`src/core/cor_charge_option_regs.vh`:
```
// Register offsets, field positions, reset values and timing counts
`ifndef COR_CHARGE_OPTION_REGS_VH
`define COR_CHARGE_OPTION_REGS_VH
// ****************************************************************
// Addresses
// ****************************************************************
`define COR_SMB_CMD_OPT_ONE     8'h3B
`define COR_SMB_CMD_OPT_TWO     8'h38
`define COR_I2C_OPT_ONE_LO      8'h02
`define COR_I2C_OPT_ONE_HI      8'h03
`define COR_I2C_OPT_TWO_LO      8'h10
// ****************************************************************
// Fields
// ****************************************************************
`define COR_BIT_RATIO           12
`define COR_BIT_BATTERY_CURRENT_MONITOR_EN         11
`define COR_BIT_SYSTEM_POWER_MONITOR_EN         10
`define COR_BIT_SYSTEM_POWER_MONITOR_GAIN       9
`define COR_BIT_COMPARATOR_REFERENCE_SELECT         7
`define COR_BIT_COMPARATOR_OUTPUT_POLARITY         6
`define COR_BIT_DEG_HI          5
`define COR_BIT_DEG_LO          4
`define COR_BIT_LATCH_EN        3
`define COR_BIT_FORCE_OFF       2
`define COR_BIT_DISCHARGE       1
`define COR_BIT_WAKEUP          0
`define COR_OPT_ONE_MASK        16'h1EFF
`define COR_OPT_TWO_MASK        16'h00C0
`define COR_OPT_ONE_RESET       16'h0211
`define COR_OPT_TWO_RESET       16'h0080
// ****************************************************************
// Timing (250 MHz clock, 4 ns)
// ****************************************************************
`define COR_CLK_PERIOD_NS       4
`define COR_MS_NS               1000000
`define COR_DISCHARGE_MS        40
`define COR_WAKE_MAX_MIN        30
`define COR_WAKE_DEG_MIN        1
`define COR_MS_CYCLES           (`COR_MS_NS / `COR_CLK_PERIOD_NS)
`endif

```
`src/core/cor_charge_option.v`:
```
// Charge option register bank with self-clearing action bits
`default_nettype none
`include "cor_charge_option_regs.vh"
module cor_charge_option #(
  parameter MS_CYCLES = `COR_MS_CYCLES
) (
  input  wire        clock,
  input  wire        reset,
  input  wire        i2c_mode,
  input  wire        wr_en,
  input  wire [7:0]  wr_addr,
  input  wire [15:0] wr_data,
  input  wire [7:0]  rd_addr,
  output reg  [15:0] rd_data,
  input  wire        adapter_plugged,
  input  wire        battery_low,
  input  wire        comparator_tripped,
  output wire        sense_resistor_ratio,
  output wire        battery_current_monitor_en,
  output wire        system_power_monitor_en,
  output wire        system_power_monitor_gain,
  output wire        comparator_reference_select,
  output wire        comparator_output_polarity,
  output wire [1:0]  comparator_deglitch_select,
  output wire        comparator_enable,
  output reg         power_path_latched_off,
  output wire        battery_switch_off,
  output wire        battery_pin_discharge,
  output reg         wakeup_charge_active,
  output wire [15:0] charge_option_two_q
);
  // ****************************************************************
  // Registers
  // ****************************************************************
  localparam [1:0] ST_IDLE = 2'h1;
  localparam [1:0] ST_WAKE = 2'h2;
  reg  [15:0] opt_one_q;
  reg  [15:0] opt_two_q;
  reg  [1:0]  wake_state_q;
  reg  [31:0] ms_div_q;
  reg  [5:0]  dis_ms_q;
  reg  [21:0] wake_ms_q;
  reg  [16:0] recov_ms_q;
  wire        ms_tick;
  wire [15:0] one_wr;
  wire [15:0] two_wr;
  wire        one_hit;
  wire        two_hit;
  wire        dis_done;
  wire        wake_done;
  wire        recov_done;

  // Merge byte or word write into current value
  function [15:0] merge;
    input        i2c;
    input [7:0]  addr;
    input [7:0]  lo_addr;
    input [15:0] cur;
    input [15:0] data;
    begin
      if (!i2c)
        merge = data;
      else if (addr == lo_addr)
        merge = {cur[15:8], data[7:0]};
      else
        merge = {data[7:0], cur[7:0]};
    end
  endfunction

  // Address decode for option one, word or either byte
  function sel_one;
    input       i2c;
    input [7:0] addr;
    begin
      if (i2c)
        sel_one = (addr == `COR_I2C_OPT_ONE_LO) ||
                  (addr == `COR_I2C_OPT_ONE_HI);
      else
        sel_one = (addr == `COR_SMB_CMD_OPT_ONE);
    end
  endfunction

  // Address decode for option two
  function sel_two;
    input       i2c;
    input [7:0] addr;
    begin
      if (i2c)
        sel_two = (addr == `COR_I2C_OPT_TWO_LO);
      else
        sel_two = (addr == `COR_SMB_CMD_OPT_TWO);
    end
  endfunction

  // One-cycle millisecond tick from the free-running divider
  assign ms_tick = (ms_div_q == MS_CYCLES - 1);
  assign one_hit = wr_en && sel_one(i2c_mode, wr_addr);
  assign two_hit = wr_en && sel_two(i2c_mode, wr_addr);
  assign one_wr = merge(i2c_mode, wr_addr, `COR_I2C_OPT_ONE_LO, opt_one_q,
    wr_data) & `COR_OPT_ONE_MASK;
  assign two_wr = {8'h00, wr_data[7:0]} & `COR_OPT_TWO_MASK;
  assign dis_done = ms_tick && dis_ms_q == `COR_DISCHARGE_MS - 1;
  assign wake_done = ms_tick && wake_ms_q == `COR_WAKE_MAX_MIN * 60000 - 1;
  assign recov_done = ms_tick && recov_ms_q == `COR_WAKE_DEG_MIN * 60000 - 1;

  // ****************************************************************
  // Option registers
  // ****************************************************************
  always @(posedge clock)
  begin
    if (reset)
    begin
      opt_one_q <= `COR_OPT_ONE_RESET;
      opt_two_q <= `COR_OPT_TWO_RESET;
    end
    else
    begin
      if (one_hit)
        opt_one_q <= one_wr;
      if (two_hit)
        opt_two_q <= two_wr;
      if (adapter_plugged)
        opt_one_q[`COR_BIT_FORCE_OFF] <= 1'b0;
      if (opt_one_q[`COR_BIT_DISCHARGE] && dis_done)
        opt_one_q[`COR_BIT_DISCHARGE] <= 1'b0;
      if (wake_state_q == ST_WAKE && wake_done)
        opt_one_q[`COR_BIT_WAKEUP] <= 1'b0;
    end
  end

  // ****************************************************************
  // Timers
  // ****************************************************************
  // Millisecond divider
  always @(posedge clock)
  begin
    if (reset || ms_tick)
    begin
      ms_div_q <= 32'h0000_0000;
    end
    else
    begin
      ms_div_q <= ms_div_q + 32'h0000_0001;
    end
  end

  // Discharge interval counter, idle while the bit is clear
  always @(posedge clock)
  begin
    if (reset || !opt_one_q[`COR_BIT_DISCHARGE] || dis_done)
    begin
      dis_ms_q <= 6'h00;
    end
    else if (ms_tick)
    begin
      dis_ms_q <= dis_ms_q + 6'h01;
    end
  end

  // ****************************************************************
  // Wake-up charge
  // ****************************************************************
  always @(posedge clock)
  begin
    if (reset)
    begin
      wake_state_q <= ST_IDLE;
      wake_ms_q <= 22'h000000;
      recov_ms_q <= 17'h00000;
      wakeup_charge_active <= 1'b0;
    end
    else
    begin
      case (wake_state_q)
        ST_IDLE:
        begin
          wake_ms_q <= 22'h000000;
          recov_ms_q <= 17'h00000;
          if (opt_one_q[`COR_BIT_WAKEUP] && battery_low)
          begin
            wake_state_q <= ST_WAKE;
            wakeup_charge_active <= 1'b1;
          end
        end
        ST_WAKE:
        begin
          if (ms_tick)
            wake_ms_q <= wake_ms_q + 22'h000001;
          if (battery_low)
            recov_ms_q <= 17'h00000;
          else if (ms_tick)
            recov_ms_q <= recov_ms_q + 17'h00001;
          if (wake_done || recov_done || !opt_one_q[`COR_BIT_WAKEUP])
          begin
            wake_state_q <= ST_IDLE;
            wakeup_charge_active <= 1'b0;
          end
        end
        default:
        begin
          wake_state_q <= ST_IDLE;
          wakeup_charge_active <= 1'b0;
        end
      endcase
    end
  end

  // ****************************************************************
  // Power path latch-off
  // ****************************************************************
  // Sticky until power-on reset; host writes cannot clear it
  always @(posedge clock)
  begin
    if (reset)
    begin
      power_path_latched_off <= 1'b0;
    end
    else if (opt_one_q[`COR_BIT_LATCH_EN] && comparator_enable &&
             comparator_tripped)
    begin
      power_path_latched_off <= 1'b1;
    end
  end

  // ****************************************************************
  // Read back
  // ****************************************************************
  // Unknown addresses read as zero
  always @(posedge clock)
  begin
    if (reset)
    begin
      rd_data <= 16'h0000;
    end
    else if (!i2c_mode)
    begin
      case (rd_addr)
        `COR_SMB_CMD_OPT_ONE:
          rd_data <= opt_one_q;
        `COR_SMB_CMD_OPT_TWO:
          rd_data <= opt_two_q;
        default:
          rd_data <= 16'h0000;
      endcase
    end
    else
    begin
      case (rd_addr)
        `COR_I2C_OPT_ONE_LO:
          rd_data <= {8'h00, opt_one_q[7:0]};
        `COR_I2C_OPT_ONE_HI:
          rd_data <= {8'h00, opt_one_q[15:8]};
        `COR_I2C_OPT_TWO_LO:
          rd_data <= {8'h00, opt_two_q[7:0]};
        default:
          rd_data <= 16'h0000;
      endcase
    end
  end

  // ****************************************************************
  // Field outputs
  // ****************************************************************
  assign sense_resistor_ratio = opt_one_q[`COR_BIT_RATIO];
  assign battery_current_monitor_en =
    opt_one_q[`COR_BIT_BATTERY_CURRENT_MONITOR_EN];
  assign system_power_monitor_en =
    opt_one_q[`COR_BIT_SYSTEM_POWER_MONITOR_EN];
  assign system_power_monitor_gain =
    opt_one_q[`COR_BIT_SYSTEM_POWER_MONITOR_GAIN];
  assign comparator_reference_select =
    opt_one_q[`COR_BIT_COMPARATOR_REFERENCE_SELECT];
  assign comparator_output_polarity =
    opt_one_q[`COR_BIT_COMPARATOR_OUTPUT_POLARITY];
  assign comparator_deglitch_select =
    opt_one_q[`COR_BIT_DEG_HI:`COR_BIT_DEG_LO];
  assign comparator_enable = |comparator_deglitch_select;
  assign battery_switch_off = opt_one_q[`COR_BIT_FORCE_OFF];
  assign battery_pin_discharge = opt_one_q[`COR_BIT_DISCHARGE];
  assign charge_option_two_q = opt_two_q;
endmodule // cor_charge_option
`default_nettype wire

```
`config.mk`:
```
export PLATFORM = sky130hd
export DESIGN_NAME = cor_charge_option
export DESIGN_NICKNAME = d
export VERILOG_FILES = /design/src/core/cor_charge_option.v
export VERILOG_INCLUDE_DIRS = /design/src /design/src/core
export SDC_FILE = /design/constraint.sdc
export NUM_CORES = 1
export LEC_CHECK = 0
export BUFFER_PORTS_ARGS = -buffer_cell sky130_fd_sc_hd__buf_2
export CAP_MARGIN = 20
export CELL_PAD_IN_SITES_DETAIL_PLACEMENT = 0
export CELL_PAD_IN_SITES_GLOBAL_PLACEMENT = 2
export CORE_ASPECT_RATIO = 0.75
export CORE_MARGIN = 2
export CORE_UTILIZATION = 35
export CTS_BUF_LIST = sky130_fd_sc_hd__clkbuf_2 sky130_fd_sc_hd__clkbuf_4 sky130_fd_sc_hd__clkbuf_8
export DETAILED_ROUTE_END_ITERATION = 10
export GPL_TIMING_DRIVEN = 0
export PLACE_DENSITY_LB_ADDON = 0.25
export SETUP_SLACK_MARGIN = 0.15
export SYNTH_ARGS = -nofsm -noshare
export SYNTH_HDL_FRONTEND = slang
export SYNTH_SLANG_ARGS = --single-unit
```
`constraint.sdc`:
```
create_clock -name clock -period 6.5 [get_ports clock]
set_clock_uncertainty 0.1 [all_clocks]
set_input_delay 0.325 -clock clock [delete_from_list [all_inputs] [get_ports clock]]
set_output_delay 0.325 -clock clock [all_outputs]
set_load 0.01 [all_outputs]
```
==> impl_metrics.csv, run 1 <==
group,metric,value,unit
outcome,status,"completed",
power_and_ir_drop,peakVddDrop,84.78,uV
power_and_ir_drop,power,1.144,mW
timing,grt_setup_unrepaired,"no",
clock_network,clock-root-buffer,"clkbuf_8",
place,gp_congestion,0.8350,
clock_network,cts_tree,"yes",
drt,dr.first_iter.drc_count,360,
timing,slew_viol_final,0,
die,fp.coreArea,0.01513,mm2
timing,hold_ws,78.13,ps
place,dp_hpwl,10.48,mm
layout,nets,770,
timing,finalCriticalPeriod,3225,ps
setup_path,end_kind,"flip-flop",
synth,yosysTopAreaCellShare,39.45,%
synth,yosysTopAreaCell,"dfxtp_1",
synth,netlist_top_cells_count,"106 x dfxtp_1, 86 x nor2_1, 42 x nand2_1, 39 x nand3_1, 26 x a21oi_1",
synth,syn_avg_cell_area,8.457,um2
timing,tightest_slew,1076,ps
setup_path,r2r_start,"ms_div_q[6]",
grt,antenna_found_initial,0,
clock_network,hold_buffers,1,
timing,maxSlewHeadroom,27.83,%
synth,synth_edf_count,0,
grt,grt_max_degree,18,
hold_path,hp-class,"in2reg",
die,die-area,0.01639,mm2
drt,via_per_inst,5.235,
place,pre_cts_slack,3261,ps
synth,yosysUniqueCellTypes,63,
clock_network,cts_buffer_depth,2,
synth,async_flop_share,0,%
clock_network,cts_resized,0,
drt,wl_per_cell,14.99,um
synth,synth.area.top_cells,"dfxtp_1 39%, nor2_1 6.0%, xnor2_1 4.1%",
grt,overflow,0,
timing,hold_violations,0,
die,die_h,111.4,um
layout,drive_gt1_share,17.21,%
setup_path,crit_arrival,3390,ps
grt,grt_pass1_vias,4444,
clock_network,cts_htree_levels,3,
synth,synth_seq_cells,106,
layout,antennaDiodeCount,0,
hold_path,min_from,"comparator_tripped",
die,start_util,35.56,%
synth,synth_cells,636,
power_and_ir_drop,power.leakage,2.217,nW
setup_path,rr_worst_depth,6,
setup_path,cp-start-kind,"flip-flop",
layout,area_growth,15.65,%
synth,synth_seq_area_share,39.45,%
synth,yosys_warnings,0,
timing,fmax,310.0,MHz
grt,grt_use_total,17.46,%
die,num_rows,39,
timing,finalSetupViolCount,0,
clock_network,clkSinkCount,106,
clock_network,cts_buffers,9,
die,die_x,147.1,um
clock_network,clk_latency,390,ps
timing,period_share,49.62,%
timing,setup_ws,3275,ps
setup_path,r2r_slack,3270,ps
power_and_ir_drop,power_density,183.9,mW/mm2
flow_run,cap_violations,0,
hold_path,hold_path_end,"power_path_latched_off",
hold_path,hold_depth,3,
clock_network,cts_setup_buffers,0,
place,portBuffers,60,
timing,tns,0,ps
setup_path,worstReg2RegEnd,"ms_div_q[2]",
die,io_pins,84,
clock_network,clk_pin_slew,100,ps
drt,vias,4905,
drt,dr.pass1.iters,5,
drt,ant_nets,0,
synth,synth.most_common_cell,"dfxtp_1",
synth,syn_area,0.005379,mm2
setup_path,cp_max_fo,10,
setup_path,worst-endpoint-required,6660,ps
grt,grt_first_pass_wirelength,23.08,mm
setup_path,path_class,"reg2reg",
drt,wl,14.04,mm
drt,drc_errors,0,
synth,ys.flop_type,"dfxtp_1",
## flip-flops by register name, indices dropped and copies added (netlist names)
register / count
charge_option_two_q: 2
dis_ms_q: 6
ms_div_q: 32
opt_one_q: 12
power_path_latched_off: 1
rd_data: 12
recov_ms_q: 17
wake_ms_q: 22
wake_state_q: 1
wakeup_charge_active: 1
## cell families (layout without fill, tap and decap cells)
| group | after synthesis | after routing | share of synthesized area (%) |
|---|---|---|---|
| multiplexers | 17 | 17 | 3.256 |
| flip-flops | 106 | 106 | 39.45 |
| buffers and inverters | 58 | 137 | 5.745 |
| XOR/XNOR | 37 | 37 | 6.025 |
| AND/OR/NAND/NOR | 316 | 316 | 32.05 |
| adder cells (fa/ha/maj) | 4 | 4 | 0.9305 |
| other | 1 | 18 | 0.06972 |
| AO/OA/AOI/OAI | 97 | 97 | 12.47 |
## where the power goes
| group | internal [mW] | switching, mW |
|---|---|---|
| clock network | 0.175 | 0.238 |
| registers | 0.652 | 0.00383 |
| logic | 0.0297 | 0.0456 |
| total | 0.856 | 0.287 |
## layer usage
metal / up-vias / part of all wire [%] / GRT usage [%]
li1: 2474 / - / -
met1: 2304 / 53 / 26.50
met2: 111 / 42 / 24.58
met3: 16 / 4.6 / 4.426
met4: 0 / 1.0 / 4.231
met5: - / 0 / 0
## stage by stage
step	util [%]	cells	area [um2]
after detailed placement	39.76	920	6015
after floorplan	-	653	5443
final	41.12	937	6221
after global routing	41.12	937	6221
after global placement	39.66	918	6000
after CTS	41.12	937	6221
## worst max-delay path, cell delays in order (launching register included)
cell	delay (ps)
dfxtp_1	400
or4_4	580
nor4_4	680
nand2_1	460
nand2b_1	360
clkbuf_1	410
nor2_1	100
## cell usage in the layout, fill, tap and decap left out, drive strengths merged, types with 9 or more instances in the layout
master / count
dfxtp: 106
nor2: 86
buf: 84
nand2: 42
nand3: 40
clkbuf: 30
a21oi: 26
xnor2: 25
nor4: 25
nand4: 21
inv: 20
conb: 18
nor3: 17
mux2i: 13
xor2: 12
o21ai: 11
and2: 10
or3: 9
o31ai: 9
and4: 9
## cell type report
class                      count  area, um2
sequential                   106       2122
multi-input combinational    489       3012
timing repair buffer          63      325.3
clock inverter                 4      31.28
buffer                        41      245.2
fill                        1546       8906
inverter                      17      63.81
tap                          205      256.5
clock buffer                  12      165.2
## how the worst max path moves through the flow
stage | slack, ps | to | cells past startpoint | from
global placement | 3240 | ms_div_q[6] | 6 | ms_div_q[6]
detailed placement | 3260 | ms_div_q[2] | 6 | ms_div_q[6]
floorplan | 3850 | wake_ms_q[18] | 6 | ms_div_q[6]
global route | 3000 | ms_div_q[22] | 8 | ms_div_q[17]
finish | 3270 | ms_div_q[2] | 6 | ms_div_q[6]
CTS | 3230 | ms_div_q[2] | 6 | ms_div_q[6]
No activity file was read; power rests on OpenSTA's default activity.
==> run 2, diff against run 1 <==
--- a/config.mk
+++ b/config.mk
@@ -6,13 +6,14 @@
 export SDC_FILE = /design/constraint.sdc
 export NUM_CORES = 1
 export LEC_CHECK = 0
+export ABC_AREA = 1
 export BUFFER_PORTS_ARGS = -buffer_cell sky130_fd_sc_hd__buf_2
 export CAP_MARGIN = 20
 export CELL_PAD_IN_SITES_DETAIL_PLACEMENT = 0
 export CELL_PAD_IN_SITES_GLOBAL_PLACEMENT = 2
 export CORE_ASPECT_RATIO = 0.75
 export CORE_MARGIN = 2
-export CORE_UTILIZATION = 35
+export CORE_UTILIZATION = 32
 export CTS_BUF_LIST = sky130_fd_sc_hd__clkbuf_2 sky130_fd_sc_hd__clkbuf_4 sky130_fd_sc_hd__clkbuf_8
 export DETAILED_ROUTE_END_ITERATION = 10
 export GPL_TIMING_DRIVEN = 0
==> constraint.sdc (replaced) <==
create_clock -name clock -period 3.3 [get_ports clock]
set_clock_uncertainty 0.1 [all_clocks]
set_input_delay 0.165 -clock clock [delete_from_list [all_inputs] [get_ports clock]]
set_output_delay 0.165 -clock clock [all_outputs]
set_load 0.01 [all_outputs]
==> run 2 against run 1 <==
Critical path depth stayed put; cell count is 42% higher; worst hold slack worse by 62 ps; routed wire length is 35% higher; power is 100% higher; design area is 16% higher; clock power is 100% higher; critical path type unchanged; critical endpoint is now recov_ms_q[9]; largest cell class unchanged.
==> impl_metrics.csv, run 2 <==
group,metric,value,unit
hold_path,hold_depth,5,
grt,grt_first_pass_wirelength,30.48,mm
setup_path,end_kind,"flip-flop",
synth,synth.area.top_cells,"dfxtp_1 34%, nand2_1 15%, nor2_1 9.4%",
layout,fillers,2076,
place,placed_area,0.006854,mm2
drt,vias,6279,
clock_network,cts_resized,0,
timing,period_share,62.83,%
layout,antennaDiodeCount,0,
clock_network,clk_pin_slew,120,ps
synth,yosysTopAreaCellShare,34.36,%
layout,final_area,0.007187,mm2
clock_network,cts_buffer_depth,2,
setup_path,r2r_slack,1230,ps
setup_path,worst-endpoint-required,3520,ps
synth,syn_area,0.006176,mm2
synth,yosysUniqueCellTypes,40,
grt,busiest_layer,"met1",
clock_network,cts_setup_buffers,0,
place,placed_cells,1303,
synth,synth.most_common_cell,"nand2_1",
synth,yosysTopAreaCell,"dfxtp_1",
layout,largest_reg_flops,32,
hold_path,hp-class,"in2reg",
grt,met3_usage,3.963,%
setup_path,crit_family,"simple AND/OR/NAND/NOR gates",
clock_network,clk_latency,400,ps
place,gp_congestion,0.8258,
drt,dr.first_iter.drc_count,480,
grt,overflow,0,
power_and_ir_drop,peakVddDrop,175.2,uV
clock_network,clkSinkCount,106,
grt,grt_max_degree,20,
die,io_pins,84,
drt,drc_errors,0,
timing,finalSetupViolCount,0,
synth,yosys_warnings,0,
layout,reg_top3,"ms_div_q: 32 flops, wake_ms_q: 22 flops, recov_ms_q: 17 flops",
setup_path,cp_max_fo,10,
grt,grt_pass1_vias,5688,
synth,async_flop_share,0,%
setup_path,critPathMaxStageDelay,500,ps
setup_path,crit_start,"wakeup_charge_active",
die,start_util,32.99,%
drt,via_per_inst,4.710,
die,die_h,124.3,um
setup_path,rr_worst_depth,6,
clock_network,cts_tree,"yes",
setup_path,cp_num_cells,6,
drt,wl_per_cell,14.24,um
timing,grt_setup_unrepaired,"no",
timing,finalCriticalPeriod,2073,ps
clock_network,clock-root-buffer,"clkbuf_8",
layout,drive_gt1_share,12.25,%
setup_path,crit_chain,"nand2_2, inv_1, nand2_1, clkbuf_1, nand4_1, a21oi_1",
layout,post-route-util,38.39,%
synth,synth_seq_cells,106,
grt,met1_usage,30.15,%
synth,synth_seq_area_share,34.36,%
timing,fmax,482.3,MHz
power_and_ir_drop,power_density,322.3,mW/mm2
layout,nets,1124,
layout,fin_cells,1333,
setup_path,cp_slowest_cell,"clkbuf_1",
timing,slew_viol_final,0,
drt,dr.pass1.iters,5,
die,die_x,164.4,um
layout,regMostFlops,"ms_div_q",
hold_path,min_from,"wr_data[12]",
setup_path,path_class,"reg2reg",
layout,final_cell_mix,"244 x nand2_1, 155 x nor2_1, 115 x inv_1",
drt,ant_nets,0,
layout,layout_commonest_cell,"nand2_1",
flow_run,cap_violations,0,
setup_path,cp.buffers_inverters,2,
power_and_ir_drop,power.leakage,2.794,nW
place,dp_hpwl,14.54,mm
setup_path,r2r_start,"wakeup_charge_active",
timing,hold_violations,0,
synth,syn_avg_cell_area,6.315,um2
grt,antenna_found_initial,0,
clock_network,cts_buffers,9,
timing,maxSlewHeadroom,51.96,%
timing,tns,0,ps
synth,synth_cells,978,
drt,wl,18.98,mm
place,portBuffers,61,
die,num_rows,43,
setup_path,cp-start-kind,"flip-flop",
grt,grt_use_total,18.92,%
layout,area_growth,16.37,%
die,fp.coreArea,0.01872,mm2
power_and_ir_drop,power,2.316,mW
setup_path,worstReg2RegEnd,"recov_ms_q[9]",
grt,use_met2,25.74,%
outcome,status,"completed",
setup_path,crit_arrival,2290,ps
die,die-area,0.02044,mm2
setup_path,crit_path_end,"recov_ms_q[9]",
clock_network,cts_htree_levels,3,
timing,tightest_slew,720.6,ps
synth,netlist_top_cells_count,"244 x nand2_1, 155 x nor2_1, 115 x inv_1, 106 x dfxtp_1, 73 x nand3_1",
synth,synth_edf_count,0,
synth,ys.flop_type,"dfxtp_1",
## run 2: cell count changes after synthesis, moves of 10 or more
| cell | change |
|---|---|
| nor4_1 | -19 |
| nor2_1 | +69 |
| a21oi_1 | +39 |
| o21ai_0 | +28 |
| and2_1 | -10 |
| nand4_1 | +20 |
| mux2i_1 | -13 |
| nand3_1 | +34 |
| nand2_1 | +202 |
| inv_1 | +98 |
| xnor2_1 | -21 |
## run 2: cell type report
| class | instances | area, um2 | area share (%) |
|---|---|---|---|
| tap | 247 | 309.0 | 4.300 |
| inverter | 121 | 454.2 | 6.320 |
| clock inverter | 6 | 61.31 | 0.8531 |
| buffer | 37 | 239.0 | 3.325 |
| clock buffer | 10 | 131.4 | 1.828 |
| multi-input combinational | 731 | 3425 | 47.65 |
| timing repair buffer | 75 | 445.4 | 6.198 |
| sequential | 106 | 2122 | 29.53 |
## run 2: timing repair
action	CTS	global route
hold buffers	14	0
endpoints found under the setup margin	0	0
hold endpoints to repair	13	0
## run 2: worst min path at each step
stage	to	slack, ps
2_1_floorplan	charge_option_two_q[7]	190
3_3_place_gp	charge_option_two_q[7]	310
3_5_place_dp	charge_option_two_q[7]	320
4_1_cts	opt_one_q[12]	3
5_1_grt	opt_one_q[0]	30
6_report	opt_one_q[12]	20
## run 2: metrics by stage
step                worst slack, ps  hold slack, ps
global route                   1021           25.56
floorplan                      1595           191.4
CTS                            1199           3.355
finish                         1227           16.41
global placement               1239           310.5
detailed placement             1210           315.6
## run 2: logic make-up after synthesis
| kind of cell | share of synthesized area [%] |
|---|---|
| fa+ha+maj | 0.8104 |
| xor+xnor | 2.269 |
| buf+inv | 11.22 |
| other cells | 0.06072 |
| compound gates | 9.623 |
| flops | 34.36 |
| simple gates | 41.65 |
## run 2: per-layer routing
layer / vias to the layer above / wire length, um
met1: 2771 / 10260
met5: - / 0
met3: 16 / 1129
met2: 167 / 7386
met4: 0 / 199
li1: 3325 / -
## run 2: power by group
part / internal [mW] / total (mW) / switching (mW)
combinational: 0.0694 / 0.200 / 0.130
clock: 0.302 / 0.824 / 0.521
sequential: 1.29 / 1.29 / 0.00608
## run 2: worst register-to-register path, cell delays in order, from the launching register on
cell and delay [ps]:
dfxtp_1 360, nand2_2 270, inv_1 170, nand2_1 270, clkbuf_1 500, nand4_1 160, a21oi_1 170
